[src/logic/cris_pkg.sv]
// constants, types and register map of the reset and initialisation block
package cris_pkg;

   // ==========================================================
   // register offsets
   localparam logic [7:0] OFS_FUCS     = 8'h00;
   localparam logic [7:0] OFS_PMC      = 8'h08;
   localparam logic [7:0] OFS_SLT      = 8'h10;
   localparam logic [7:0] OFS_SLR      = 8'h18;
   localparam logic [7:0] OFS_TLB      = 8'h20;
   localparam logic [7:0] OFS_MUCR     = 8'h28;
   localparam logic [7:0] OFS_DCMODE   = 8'h30;
   localparam logic [7:0] OFS_DCTEST   = 8'h38;
   localparam logic [7:0] OFS_MFM      = 8'h40;
   localparam logic [7:0] OFS_CC       = 8'h48;
   localparam logic [7:0] OFS_CCCTL    = 8'h50;
   localparam logic [7:0] OFS_MSTAT    = 8'h58;
   localparam logic [7:0] OFS_FVA      = 8'h60;
   localparam logic [7:0] OFS_FFA      = 8'h68;
   localparam logic [7:0] OFS_DFLUSH   = 8'h70;
   localparam logic [7:0] OFS_IFLUSH   = 8'h78;
   localparam logic [7:0] OFS_BCCTL    = 8'h80;
   localparam logic [7:0] OFS_CBUCFG   = 8'h88;
   localparam logic [7:0] OFS_STATUS   = 8'h90;

   // ==========================================================
   // field positions and reset values
   localparam logic [63:0] FUCS_SET_MASK = 64'h0000_0020_8004_0000;
   localparam int          FUCS_IRQ_LSB  = 40;
   localparam logic [63:0] PMC_CLR_MASK  = 64'h0000_0000_0000_FC00;
   localparam int          MFM_TMO_BIT   = 5;
   localparam int          DCTEST_BIT    = 15;
   localparam int          EN_BIT        = 0;
   localparam logic [15:0] CBU_CFG_RST   = 16'h0000;
   localparam int          STAT_IO_BIT   = 0;
   localparam int          STAT_LOCK_BIT = 1;
   localparam int          STAT_RUN_BIT  = 2;

   // ==========================================================
   // types
   typedef enum logic [1:0] {SEQ_HOLD, SEQ_ICINV, SEQ_LOAD, SEQ_RUN} cris_seq_e;

   typedef struct packed {
      logic [31:0] cnt;
      logic        expire;
   } cris_tmr_s;

   typedef struct packed {
      cris_seq_e   seq;
      logic        pg_s1;
      logic        pg_s2;
      logic        rs_s1;
      logic        rs_s2;
      logic        sp_s1;
      logic        sp_s2;
      logic        rx_s1;
      logic        rx_s2;
      logic [3:0]  irq_s1;
      logic [3:0]  irq_s2;
      logic        srom_present;
      logic        io_mode;
      logic [63:0] fucs;
      logic [63:0] pmc;
      logic        tx;
      logic [15:0] tlb_valid;
      logic [15:0] mucr;
      logic [15:0] dcmode;
      logic        dctest;
      logic [15:0] mfm;
      logic        cc_en;
      logic [31:0] cc;
      logic [15:0] mstat;
      logic [63:0] fva;
      logic [63:0] ffa;
      logic        flock;
      logic        bc_en;
      logic [15:0] cbu_cfg;
      logic        icinv;
      logic        dcinv;
      logic        machine_check_trap;
      logic [63:0] rdata;
   } cris_state_s;

endpackage

[src/logic/cris_timer.sv]
// no-progress timer of the fetch and decode unit
module cris_timer
   import cris_pkg::*;
#(
   parameter int unsigned TMO_CYCLES = 1000000
) (
   input  wire logic i_clk,
   input  wire logic i_rst_n,
   input  wire logic i_run,
   input  wire logic i_retire,
   output logic      o_expire
);
   import cris_pkg::*;

   localparam logic [31:0] LIMIT = 32'(TMO_CYCLES);

   cris_tmr_s st;
   cris_tmr_s next_st;

   // ==========================================================
   // count cycles without a completed instruction
   always_comb begin
      next_st = st;
      next_st.expire = 1'b0;
      if (!i_run || i_retire) begin
         next_st.cnt = '0;
      end else if (st.cnt == LIMIT - 32'h1) begin
         next_st.cnt    = '0;
         next_st.expire = 1'b1;
      end else begin
         next_st.cnt = st.cnt + 32'h1;
      end
   end

   always_ff @(posedge i_clk or negedge i_rst_n) begin
      if (!i_rst_n) begin
         st <= '0;
      end else begin
         st <= next_st;
      end
   end

   assign o_expire = st.expire;

endmodule

[src/logic/cris_top.sv]
// reset sequencer, reset-sensitive registers and timeout reset of the cpu
//
// Functional notes
// - reset sequence invalidates whole instruction cache before any boot load.
// - reset leaves data cache disabled, contents untouched.
// - reset leaves backup cache disabled until firmware enables it.
// - after boot load, software drives and samples serial boot pins.
// - cache bus unit starts in its reset-value default configuration.
// - serial line transmit register cleared by reset, drives output pin.
// - fetch control status clears except 37,31,18 set; 43:40 take interrupt pins.
// - reset clears performance counter control bits 15:10.
// - data tlb valid bits cleared by chip reset, kept over timeout.
// - memory control, dcache mode, test bit 15 cleared by chip reset only.
// - miss file mode cleared by chip reset; timeout clears bit 05 only.
// - chip reset disables the cycle counter.
// - fault registers stay locked after capture until fault address is read.
// - write to data cache flush register clears all data cache valid bits.
// - write to instruction cache flush register invalidates instruction cache.
// - instruction cache never snoops memory writes; only flush makes it coherent.
// - no-progress timer expiry raises an internal timeout reset.
// - timeout reset clears only what is needed; other state preserved.
// - after timeout reset, dispatch to the machine-check trap of firmware.
// - ring oscillator while power-good low, external clock pair after.
//
// Our own choices: the plain strobed port and the placing of the registers.
module cris_top
   import cris_pkg::*;
#(
   parameter int unsigned TMO_CYCLES = 1000000
) (
   input  wire logic        i_clk,
   input  wire logic        i_rst_n,
   input  wire logic        i_power_good,
   input  wire logic        i_sys_reset_n,
   input  wire logic        i_srom_present_n,
   input  wire logic        i_srom_data,
   input  wire logic [3:0]  i_irq_pins,
   input  wire logic        i_srom_load_done,
   input  wire logic        i_instr_retire,
   input  wire logic        i_fault_capture,
   input  wire logic [15:0] i_fault_status,
   input  wire logic [63:0] i_fault_va,
   input  wire logic [63:0] i_fault_formatted_fault_address,
   input  wire logic [7:0]  i_addr,
   input  wire logic [63:0] i_wdata,
   input  wire logic        i_wr,
   input  wire logic        i_rd,
   output logic [63:0]      o_rdata,
   output logic             o_cpu_reset,
   output logic             o_boot_load_active,
   output logic             o_icache_inval,
   output logic             o_dcache_inval_all,
   output logic             o_dcache_enable,
   output logic             o_bcache_enable,
   output logic [15:0]      o_cbu_config,
   output logic             o_serial_tx,
   output logic             o_io_mode,
   output logic             o_clk_sel_ext,
   output logic             o_timeout_reset,
   output logic             o_machine_check_trap
);
   import cris_pkg::*;

   cris_state_s st;
   cris_state_s next_st;
   logic        chip_rst;
   logic        tmo_rst;
   logic        wr_hit_fva_rd;

   // ==========================================================
   // no-progress timer
   cris_timer #(
      .TMO_CYCLES (TMO_CYCLES)
   ) u_timer (
      .i_clk    (i_clk),
      .i_rst_n  (i_rst_n),
      .i_run    (st.seq == SEQ_RUN),
      .i_retire (i_instr_retire),
      .o_expire (tmo_rst)
   );

   // chip reset qualifier and fault address read strobe
   assign chip_rst      = !st.pg_s2 || !st.rs_s2;
   assign wr_hit_fva_rd = i_rd && (i_addr == OFS_FVA);

   // ==========================================================
   // next state
   always_comb begin
      next_st = st;
      // pin synchronisers
      next_st.pg_s1  = i_power_good;
      next_st.pg_s2  = st.pg_s1;
      next_st.rs_s1  = i_sys_reset_n;
      next_st.rs_s2  = st.rs_s1;
      next_st.sp_s1  = i_srom_present_n;
      next_st.sp_s2  = st.sp_s1;
      next_st.rx_s1  = i_srom_data;
      next_st.rx_s2  = st.rx_s1;
      next_st.irq_s1 = i_irq_pins;
      next_st.irq_s2 = st.irq_s1;
      next_st.icinv  = 1'b0;
      next_st.dcinv  = 1'b0;
      next_st.machine_check_trap   = tmo_rst;
      next_st.rdata  = '0;

      // cycle counter runs while enabled
      if (st.cc_en) begin
         next_st.cc = st.cc + 32'h1;
      end

      // reset sequencer
      case (st.seq)
         SEQ_HOLD: begin
            next_st.seq = SEQ_ICINV;
         end
         SEQ_ICINV: begin
            next_st.icinv = 1'b1;
            next_st.seq   = st.srom_present ? SEQ_LOAD : SEQ_RUN;
         end
         SEQ_LOAD: begin
            if (i_srom_load_done) begin
               next_st.io_mode = 1'b1;
               next_st.seq     = SEQ_RUN;
            end
         end
         SEQ_RUN: begin
            next_st.seq = SEQ_RUN;
         end
         default: begin
            next_st.seq = SEQ_HOLD;
         end
      endcase

      // software writes
      if (i_wr) begin
         case (i_addr)
            OFS_FUCS:   next_st.fucs      = i_wdata;
            OFS_PMC:    next_st.pmc       = i_wdata;
            OFS_SLT:    next_st.tx        = i_wdata[EN_BIT];
            OFS_TLB:    next_st.tlb_valid = i_wdata[15:0];
            OFS_MUCR:   next_st.mucr      = i_wdata[15:0];
            OFS_DCMODE: next_st.dcmode    = i_wdata[15:0];
            OFS_DCTEST: next_st.dctest    = i_wdata[DCTEST_BIT];
            OFS_MFM:    next_st.mfm       = i_wdata[15:0];
            OFS_CC:     next_st.cc        = i_wdata[31:0];
            OFS_CCCTL:  next_st.cc_en     = i_wdata[EN_BIT];
            OFS_DFLUSH: next_st.dcinv     = 1'b1;
            OFS_IFLUSH: next_st.icinv     = 1'b1;
            OFS_BCCTL:  next_st.bc_en     = i_wdata[EN_BIT];
            OFS_CBUCFG: next_st.cbu_cfg   = i_wdata[15:0];
            default:    next_st.rdata     = '0;
         endcase
      end

      // software reads, data in the following cycle
      if (i_rd) begin
         case (i_addr)
            OFS_FUCS:   next_st.rdata = st.fucs;
            OFS_PMC:    next_st.rdata = st.pmc;
            OFS_SLT:    next_st.rdata = {63'h0, st.tx};
            OFS_SLR:    next_st.rdata = {63'h0, st.rx_s2};
            OFS_TLB:    next_st.rdata = {48'h0, st.tlb_valid};
            OFS_MUCR:   next_st.rdata = {48'h0, st.mucr};
            OFS_DCMODE: next_st.rdata = {48'h0, st.dcmode};
            OFS_DCTEST: next_st.rdata = {48'h0, st.dctest, 15'h0};
            OFS_MFM:    next_st.rdata = {48'h0, st.mfm};
            OFS_CC:     next_st.rdata = {32'h0, st.cc};
            OFS_CCCTL:  next_st.rdata = {63'h0, st.cc_en};
            OFS_MSTAT:  next_st.rdata = {48'h0, st.mstat};
            OFS_FVA:    next_st.rdata = st.fva;
            OFS_FFA:    next_st.rdata = st.ffa;
            OFS_BCCTL:  next_st.rdata = {63'h0, st.bc_en};
            OFS_CBUCFG: next_st.rdata = {48'h0, st.cbu_cfg};
            OFS_STATUS: next_st.rdata = {61'h0, st.seq == SEQ_RUN, st.flock, st.io_mode};
            default:    next_st.rdata = '0;
         endcase
      end

      // fault capture and unlock; a new capture wins over the unlock
      if (wr_hit_fva_rd) begin
         next_st.flock = 1'b0;
      end
      if (i_fault_capture && (!st.flock || wr_hit_fva_rd)) begin
         next_st.mstat = i_fault_status;
         next_st.fva   = i_fault_va;
         next_st.ffa   = i_fault_formatted_fault_address;
         next_st.flock = 1'b1;
      end

      // timeout reset clears only the miss file mode bit; it also raises the machine-check trap
      if (tmo_rst) begin
         next_st.mfm[MFM_TMO_BIT] = 1'b0;
      end

      // chip reset wins over everything else
      if (chip_rst) begin
         next_st.seq          = SEQ_HOLD;
         next_st.srom_present = !st.sp_s2;
         next_st.io_mode      = 1'b0;
         next_st.fucs         = FUCS_SET_MASK;
         next_st.fucs[FUCS_IRQ_LSB +: 4] = st.irq_s2;
         next_st.pmc          = st.pmc & ~PMC_CLR_MASK;
         next_st.tx           = 1'b0;
         next_st.tlb_valid    = '0;
         next_st.mucr         = '0;
         next_st.dcmode       = '0;
         next_st.dctest       = 1'b0;
         next_st.mfm          = '0;
         next_st.cc_en        = 1'b0;
         next_st.bc_en        = 1'b0;
         next_st.cbu_cfg      = CBU_CFG_RST;
         next_st.machine_check_trap         = 1'b0;
      end
   end

   always_ff @(posedge i_clk or negedge i_rst_n) begin
      if (!i_rst_n) begin
         st <= '0;
      end else begin
         st <= next_st;
      end
   end

   // ==========================================================
   // outputs
   assign o_rdata              = st.rdata;
   assign o_cpu_reset          = st.seq != SEQ_RUN;
   assign o_boot_load_active   = st.seq == SEQ_LOAD;
   assign o_icache_inval       = st.icinv;
   assign o_dcache_inval_all   = st.dcinv;
   assign o_dcache_enable      = st.dcmode[EN_BIT];
   assign o_bcache_enable      = st.bc_en;
   assign o_cbu_config         = st.cbu_cfg;
   assign o_serial_tx          = st.tx;
   assign o_io_mode            = st.io_mode;
   assign o_clk_sel_ext        = st.pg_s2;
   assign o_timeout_reset      = tmo_rst;
   assign o_machine_check_trap = st.machine_check_trap;
endmodule

[config.mk]
export PLATFORM = sky130hd
export DESIGN_NAME = cris_top
export DESIGN_NICKNAME = d
export VERILOG_FILES = /design/src/logic/cris_pkg.sv /design/src/logic/cris_timer.sv /design/src/logic/cris_top.sv
export SDC_FILE = /design/constraint.sdc
export NUM_CORES = 1
export LEC_CHECK = 0
export ABC_CLOCK_PERIOD_IN_PS = 2000
export BUFFER_PORTS_ARGS = -buffer_cell sky130_fd_sc_hd__buf_2
export CAP_MARGIN = 20
export CORE_MARGIN = 2
export CORE_UTILIZATION = 45
export CTS_CLUSTER_SIZE = 16
export DETAILED_ROUTE_END_ITERATION = 8
export HOLD_SLACK_MARGIN = 0.03
export PLACE_DENSITY = 0.65
export SLEW_MARGIN = 20
export SYNTH_ARGS = -nofsm -noshare
export SYNTH_HDL_FRONTEND = slang
export SYNTH_SLANG_ARGS = --single-unit
[constraint.sdc]
create_clock -name i_clk -period 2 [get_ports i_clk]
set_input_delay 0.4 -clock i_clk [delete_from_list [all_inputs] [get_ports i_clk]]
set_output_delay 0.4 -clock i_clk [all_outputs]
set_load 0.005 [all_outputs]
==> results of run 1 <==
layout by cell type (no fill, tap or decap), types with 6 or more instances in the layout:
cell type	n
bufinv_16	8
dfrtp_1	509
nor3_1	12
clkbuf_1	8
mux2_2	152
nor2_1	137
nor2b_1	8
clkbuf_16	54
nor4_2	6
dlygate4sd3_1	144
mux2i_1	47
a22oi_1	104
a31oi_1	7
inv_1	6
a21oi_1	159
o21ai_0	56
clkinv_2	10
xor2_1	15
buf_2	319
mux2_1	80
and2_1	6
clkbuf_8	11
buf_12	36
xnor2_1	37
buf_4	184
o22ai_1	10
a22o_1	68
nand4_1	16
or3_1	9
and3_1	15
a32oi_1	9
nand2_1	207
nor4_1	14
and4_1	8
nand3_1	110
layout make-up:
type	count	area (sq um)
diodes	5	12.5
clock buffers	73	1530
clock inverters	19	307
fillers	4256	21400
inverters	7	26.3
multi-input cells	1382	9510
flip-flops and latches	509	12700
well taps	680	851
repair buffers	684	5150
per-layer routing:
layer / track usage, % / up-vias
met5: 0 / -
met4: 9.83 / 2
met3: 5.00 / 145
met2: 46.4 / 771
met1: 38.9 / 9616
li1: - / 8578
power by group through the flow:
stage          clock (mW)  sequential, mW  combinational [mW]
2_1_floorplan           0            11.1               0.876
3_3_place_gp            0            11.2                1.89
3_5_place_dp            0            11.2                1.93
4_1_cts              10.6            11.0                2.17
5_1_grt              11.1            11.1                2.36
6_report             10.4            11.1                2.19
final timing paths:
path / startpoint / cells past startpoint / end
min in group asynchronous: i_rst_n / 2 / o_rdata[24]
max: st[229] / 6 / st[257]
min: i_fault_formatted_fault_address[11] / 2 / st[96]
max reg2reg: st[229] / 6 / st[257]
max in group asynchronous: i_rst_n / 4 / st[94]
min reg2reg: next_st[466] / 0 / st[466]
sequential cells by signal, indices dropped and copies added, names as in the netlist:
signal                cells
next_st                   8
o_dcache_inval_all        1
st                      380
o_rdata                  64
o_cbu_config             16
o_icache_inval            1
o_machine_check_trap      1
o_dcache_enable           1
o_bcache_enable           1
o_io_mode                 1
u_timer.st               32
o_clk_sel_ext             1
u_timer.o_expire          1
o_serial_tx               1
logic make-up (layout without fill, tap and decap cells):
group / Yosys count / count (layout) / share of synthesized area [%]
flip-flops: 509 / 509 / 54.1
buffers and inverters: 259 / 783 / 5.92
AO/OA/AOI/OAI: 449 / 449 / 12.6
multiplexers: 281 / 281 / 13.3
other: 0 / 5 / 0
adder cells (fa/ha/maj): 2 / 2 / 0.106
XOR/XNOR: 52 / 52 / 1.94
AND/OR/NAND/NOR: 598 / 598 / 12.1
timing repair:
| action | CTS | global route |
|---|---|---|
| endpoints found under the setup margin | 0 | 15 |
| resized for setup | 0 | 8 |
| hold endpoints to repair | 192 | 1 |
| hold buffers | 143 | 1 |
==> flow_summary.yaml, run 1 <==
clock_tree:
  clock_latency_ns: 0.60
  htreeDepth: 2
  cts_buffers: 53
  clkTransAtPathRegs_ns: 0.06
  cts_tree: "built"
  clk_path_buf_depth: 3
  postCtsSetupBuffers: 0
  cts-root-buf: "clkbuf_16"
  clkSinkCount: 509
route:
  drtIter0Drc: 1737
  viasPerCell: 5.69
  vias: 19100
  top_layer: "met5"
  ant_nets: 0
  drcViolationCount: 0
  drt-pass1-iter-count: 5
  wl_met1_mm: 32.9
  wl_met3_mm: 5.24
  drt-wirelength-per-cell_microns: 23.1
  drt_wl_total_mm: 77.5
  wl_met2_mm: 36.9
setup_path:
  reg2reg_slack_ns: 0.12
  critical_path.top_delay_family: "simple AND/OR/NAND/NOR gates"
  max_stage_delay_ns: 0.45
  crit_chain: "ha_1, nand3_1, or2_2, nor4_1, xnor2_1, a21oi_1"
  cp_max_fo: 7
  path_class: "reg -> reg"
  cp.required_ns: 2.48
  path_buf_inv: 0
  cp_slowest_cell: "dfrtp_1"
  worstSetupStartpointType: "register"
  cp-end-kind: "register"
  arrival_ns: 2.36
synthesis:
  synth.most_common_cell: "dfrtp_1"
  synth_cell_type_count: 72
  synth-edff-count: 0
  async_flop_share_pct: 100
  synth_top_area_share_pct: 54.1
  synth_fp_nets: 2383
  synth_seq_cells: 509
  avgSynthCellArea_sq_um: 10.9
  synth_ff_type: "dfrtp_1"
  synthCells: 2150
  ys_warn_count: 0
  synth_top_area_cell: "dfrtp_1"
  synth_common_cells: "509 x dfrtp_1, 209 x nand2_1, 159 x a21oi_1"
  ys_top_cells_by_area: "dfrtp_1 54%, mux2_2 7.3%, mux2_1 3.8%"
  syn_area_sq_um: 23500
  ys_seq_area_share_pct: 54.1
pwr:
  ir_worst_vdd_mv: 0.611
  clkPwrFrac_pct: 44.1
  p_comb_share_pct: 9.2
  p_switching_mw: 5.56
  intPower_mw: 18.1
  p_total_mw: 23.7
  p_leak_nw: 13.6
  p_seq_share_pct: 46.7
  powerDensity_nw_per_um2: 786
  p_sw_share_pct: 23.5
floorplan:
  die_h_microns: 233
  rows: 83
  start_util_pct: 45.7
  die_area_sq_um: 54100
  core_sq_um: 51500
  die_w_microns: 233
  top_level_ports: 322
timing:
  relSlewSlack_pct: 39.7
  period_needed_ns: 1.88
  worst_slew_pin_slew_ns: 0.896
  slew_viol_final: 0
  final.period_utilization_pct: 94.1
  finalHoldViolCount: 0
  skew_ns: 0.0166
  fin_setup_tns_ns: 0
  grt_setup_unrepaired: "false"
  finalWorstSetupSlack_ns: 0.117
  fmax_mhz: 531
  setup_viol: 0
  timing.hold.ws_ns: 0.0484
place:
  placed_cell_area_sq_um: 26800
  dp.cells: 3118
  pre_cts_ws_ns: -0.347
  dp_hpwl_mm: 54.8
  io_buffers: 321
  gp_congestion: 0.987
global_route:
  grt_max_degree: 78
  grt.total_usage_pct: 28.6
  grt_overflow: 0
  grt_pass1_vias: 19600
  grt_pass1_wl_mm: 118
  antenna_found_initial: 3
finish:
  design_area_sq_um: 30100
  fin_util_pct: 58.5
  fin_cells: 3359
  nets: 2870
  drive_gt1_share_pct: 30.7
  area_growth_pct: 28.0
flow_run:
  drv_cap: 0
min_path:
  holdCritPathClass: "in -> reg"
outcome:
  status: "complete, no violations"
Power figures use the tool's default switching activity.
==> inputs of run 2 (changes only) <==
Settings changed: SETUP_SLACK_MARGIN set to 0.2.
==> flow_summary.yaml, run 2 (synthesis results as in run 1) <==
floorplan:
  core_sq_um: 51500
  top_level_ports: 322
  rows: 83
  die_h_microns: 233
  start_util_pct: 45.7
  die_area_sq_um: 54100
  die_w_microns: 233
place:
  gp_congestion: 0.980
  placed_cell_area_sq_um: 26800
  dp_hpwl_mm: 54.3
  io_buffers: 321
clock_tree:
  clock_latency_ns: 0.61
  clkSinkCount: 509
  cts_buffers: 54
  clkTransAtPathRegs_ns: 0.06
  clk_path_buf_depth: 3
  htreeDepth: 2
  cts_tree: "built"
  cts-root-buf: "clkbuf_16"
timing:
  finalHoldViolCount: 0
  skew_ns: 0.0223
  relSlewSlack_pct: 62.8
  fmax_mhz: 551
  setup_viol: 0
  worst_slew_pin_slew_ns: 0.558
  fin_setup_tns_ns: 0
  period_needed_ns: 1.82
  final.period_utilization_pct: 90.8
  slew_viol_final: 0
  grt_setup_unrepaired: "false"
setup_path:
  arrival_ns: 2.36
  path_buf_inv: 5
  path_class: "in -> reg"
  r2r_start: "u_timer.st[12]"
  critical_path.top_delay_family: "buffers and inverters"
  reg2reg_to: "u_timer.st[27]"
  crit_top_cell: "buf_4"
  cp.required_ns: 2.55
  max_stage_delay_ns: 0.35
  reg2reg_slack_ns: 0.29
  crit_chain: "buf_2, buf_4, nor3_4, buf_4, nand2_1, nor3_1, buf_4, a32oi_1, a31oi_1, buf_4"
  critPathLaunch: "i_addr[1]"
  cp_slowest_cell: "nor3_1"
  worstSetupStartpointType: "input pin"
  cp_max_fo: 4
  cp-end-kind: "register"
  r2r_cells: 5
pwr:
  p_leak_nw: 13.7
  p_total_mw: 23.9
  ir_worst_vdd_mv: 0.629
  powerDensity_nw_per_um2: 780
route:
  vias: 19300
  drt-wirelength-per-cell_microns: 23.3
  drcViolationCount: 0
  drt_wl_total_mm: 79.1
  viasPerCell: 5.69
  ant_nets: 0
  drtIter0Drc: 1639
  drt-pass1-iter-count: 5
min_path:
  worstHoldEndpoint: "st[151]"
  hp-start: "i_fault_va[2]"
  hold_depth: 2
  holdCritPathClass: "in -> reg"
flow_run:
  drv_cap: 0
finish:
  largest_reg_flops: 380
  seq_area_sq_um: 12700
  top_register: "st"
  fillCellCount: 4190
  final_common_cell: "dfrtp_1"
  design_area_sq_um: 30600
  final_cell_mix: "500 x dfrtp_1, 319 x buf_2, 207 x nand2_1"
  area_growth_pct: 30.1
  multi_input_area_sq_um: 9620
  drive_gt1_share_pct: 31.5
  nets: 2903
global_route:
  grt_max_degree: 111
  grt.total_usage_pct: 29.0
  grt_overflow: 0
  grt_pass1_wl_mm: 119
  grt_pass1_vias: 19900
  antenna_found_initial: 2
outcome:
  status: "complete, no violations"
## run 2: cell types whose count changed in the layout (fill, tap and decap cells not counted), sizes merged
| cell | change |
|---|---|
| clkinv | +2 |
| dlygate4sd3 | +30 |
| inv | +2 |
| clkbuf | +1 |
| bufinv | -1 |
| buf | +2 |
| diode | -2 |
## run 2: timing repair
item,in CTS,in global routing
setup buffers,2,5
hold buffers,174,0
resized for setup,11,30
cloned,0,0
hold endpoints to repair,217,0
endpoints found under the setup margin,18,37
pin swaps,0,2
## run 2: stage by stage
step                      utilization [%]  instances  hold WS (ns)  worst slack, ns
final                                59.5       3393        0.0536            0.184
after global routing                 59.4       3391        0.0354            0.190
after global placement               52.0       3113         0.333           -0.405
after detailed placement             52.0       3113         0.336           -0.308
after floorplan                         -       2150         0.104            0.178
after CTS                            59.2       3385        0.0303            0.136
## run 2: worst max-delay path by stage
| stage | cells after the start | to |
|---|---|---|
| 2_1_floorplan | 5 | o_rdata[8] |
| 3_3_place_gp | 10 | o_rdata[14] |
| 3_5_place_dp | 10 | o_rdata[14] |
| 4_1_cts | 6 | st[251] |
| 5_1_grt | 6 | st[254] |
| 6_report | 10 | o_rdata[14] |
## run 2: area by class of cell
cell class / count / area share (%)
clock buffers: 74 / 5.15
flip-flops and latches: 509 / 41.6
clock inverters: 22 / 1.01
multi-input cells: 1382 / 31.4
diodes: 3 / 0.0245
well taps: 680 / 2.78
inverters: 7 / 0.0858
repair buffers: 716 / 17.9
## run 2: power by group
group	internal [mW]	leakage [nW]	switching (mW)
sequential	10.7	6.65	0.320
combinational	1.08	6.16	1.18
clock	6.40	0.943	4.18
total	18.2	13.7	5.68
## run 2: metal layers
layer | GRT usage [%] | share of wire (%) | vias up | wire length (microns)
met4 | 10.9 | 3.8 | 0 | 2980
met3 | 5.48 | 7.6 | 173 | 6000
li1 | - | - | 8632 | -
met1 | 38.7 | 41 | 9694 | 32700
met5 | 0 | 0 | - | 0
met2 | 47.1 | 47 | 792 | 37400
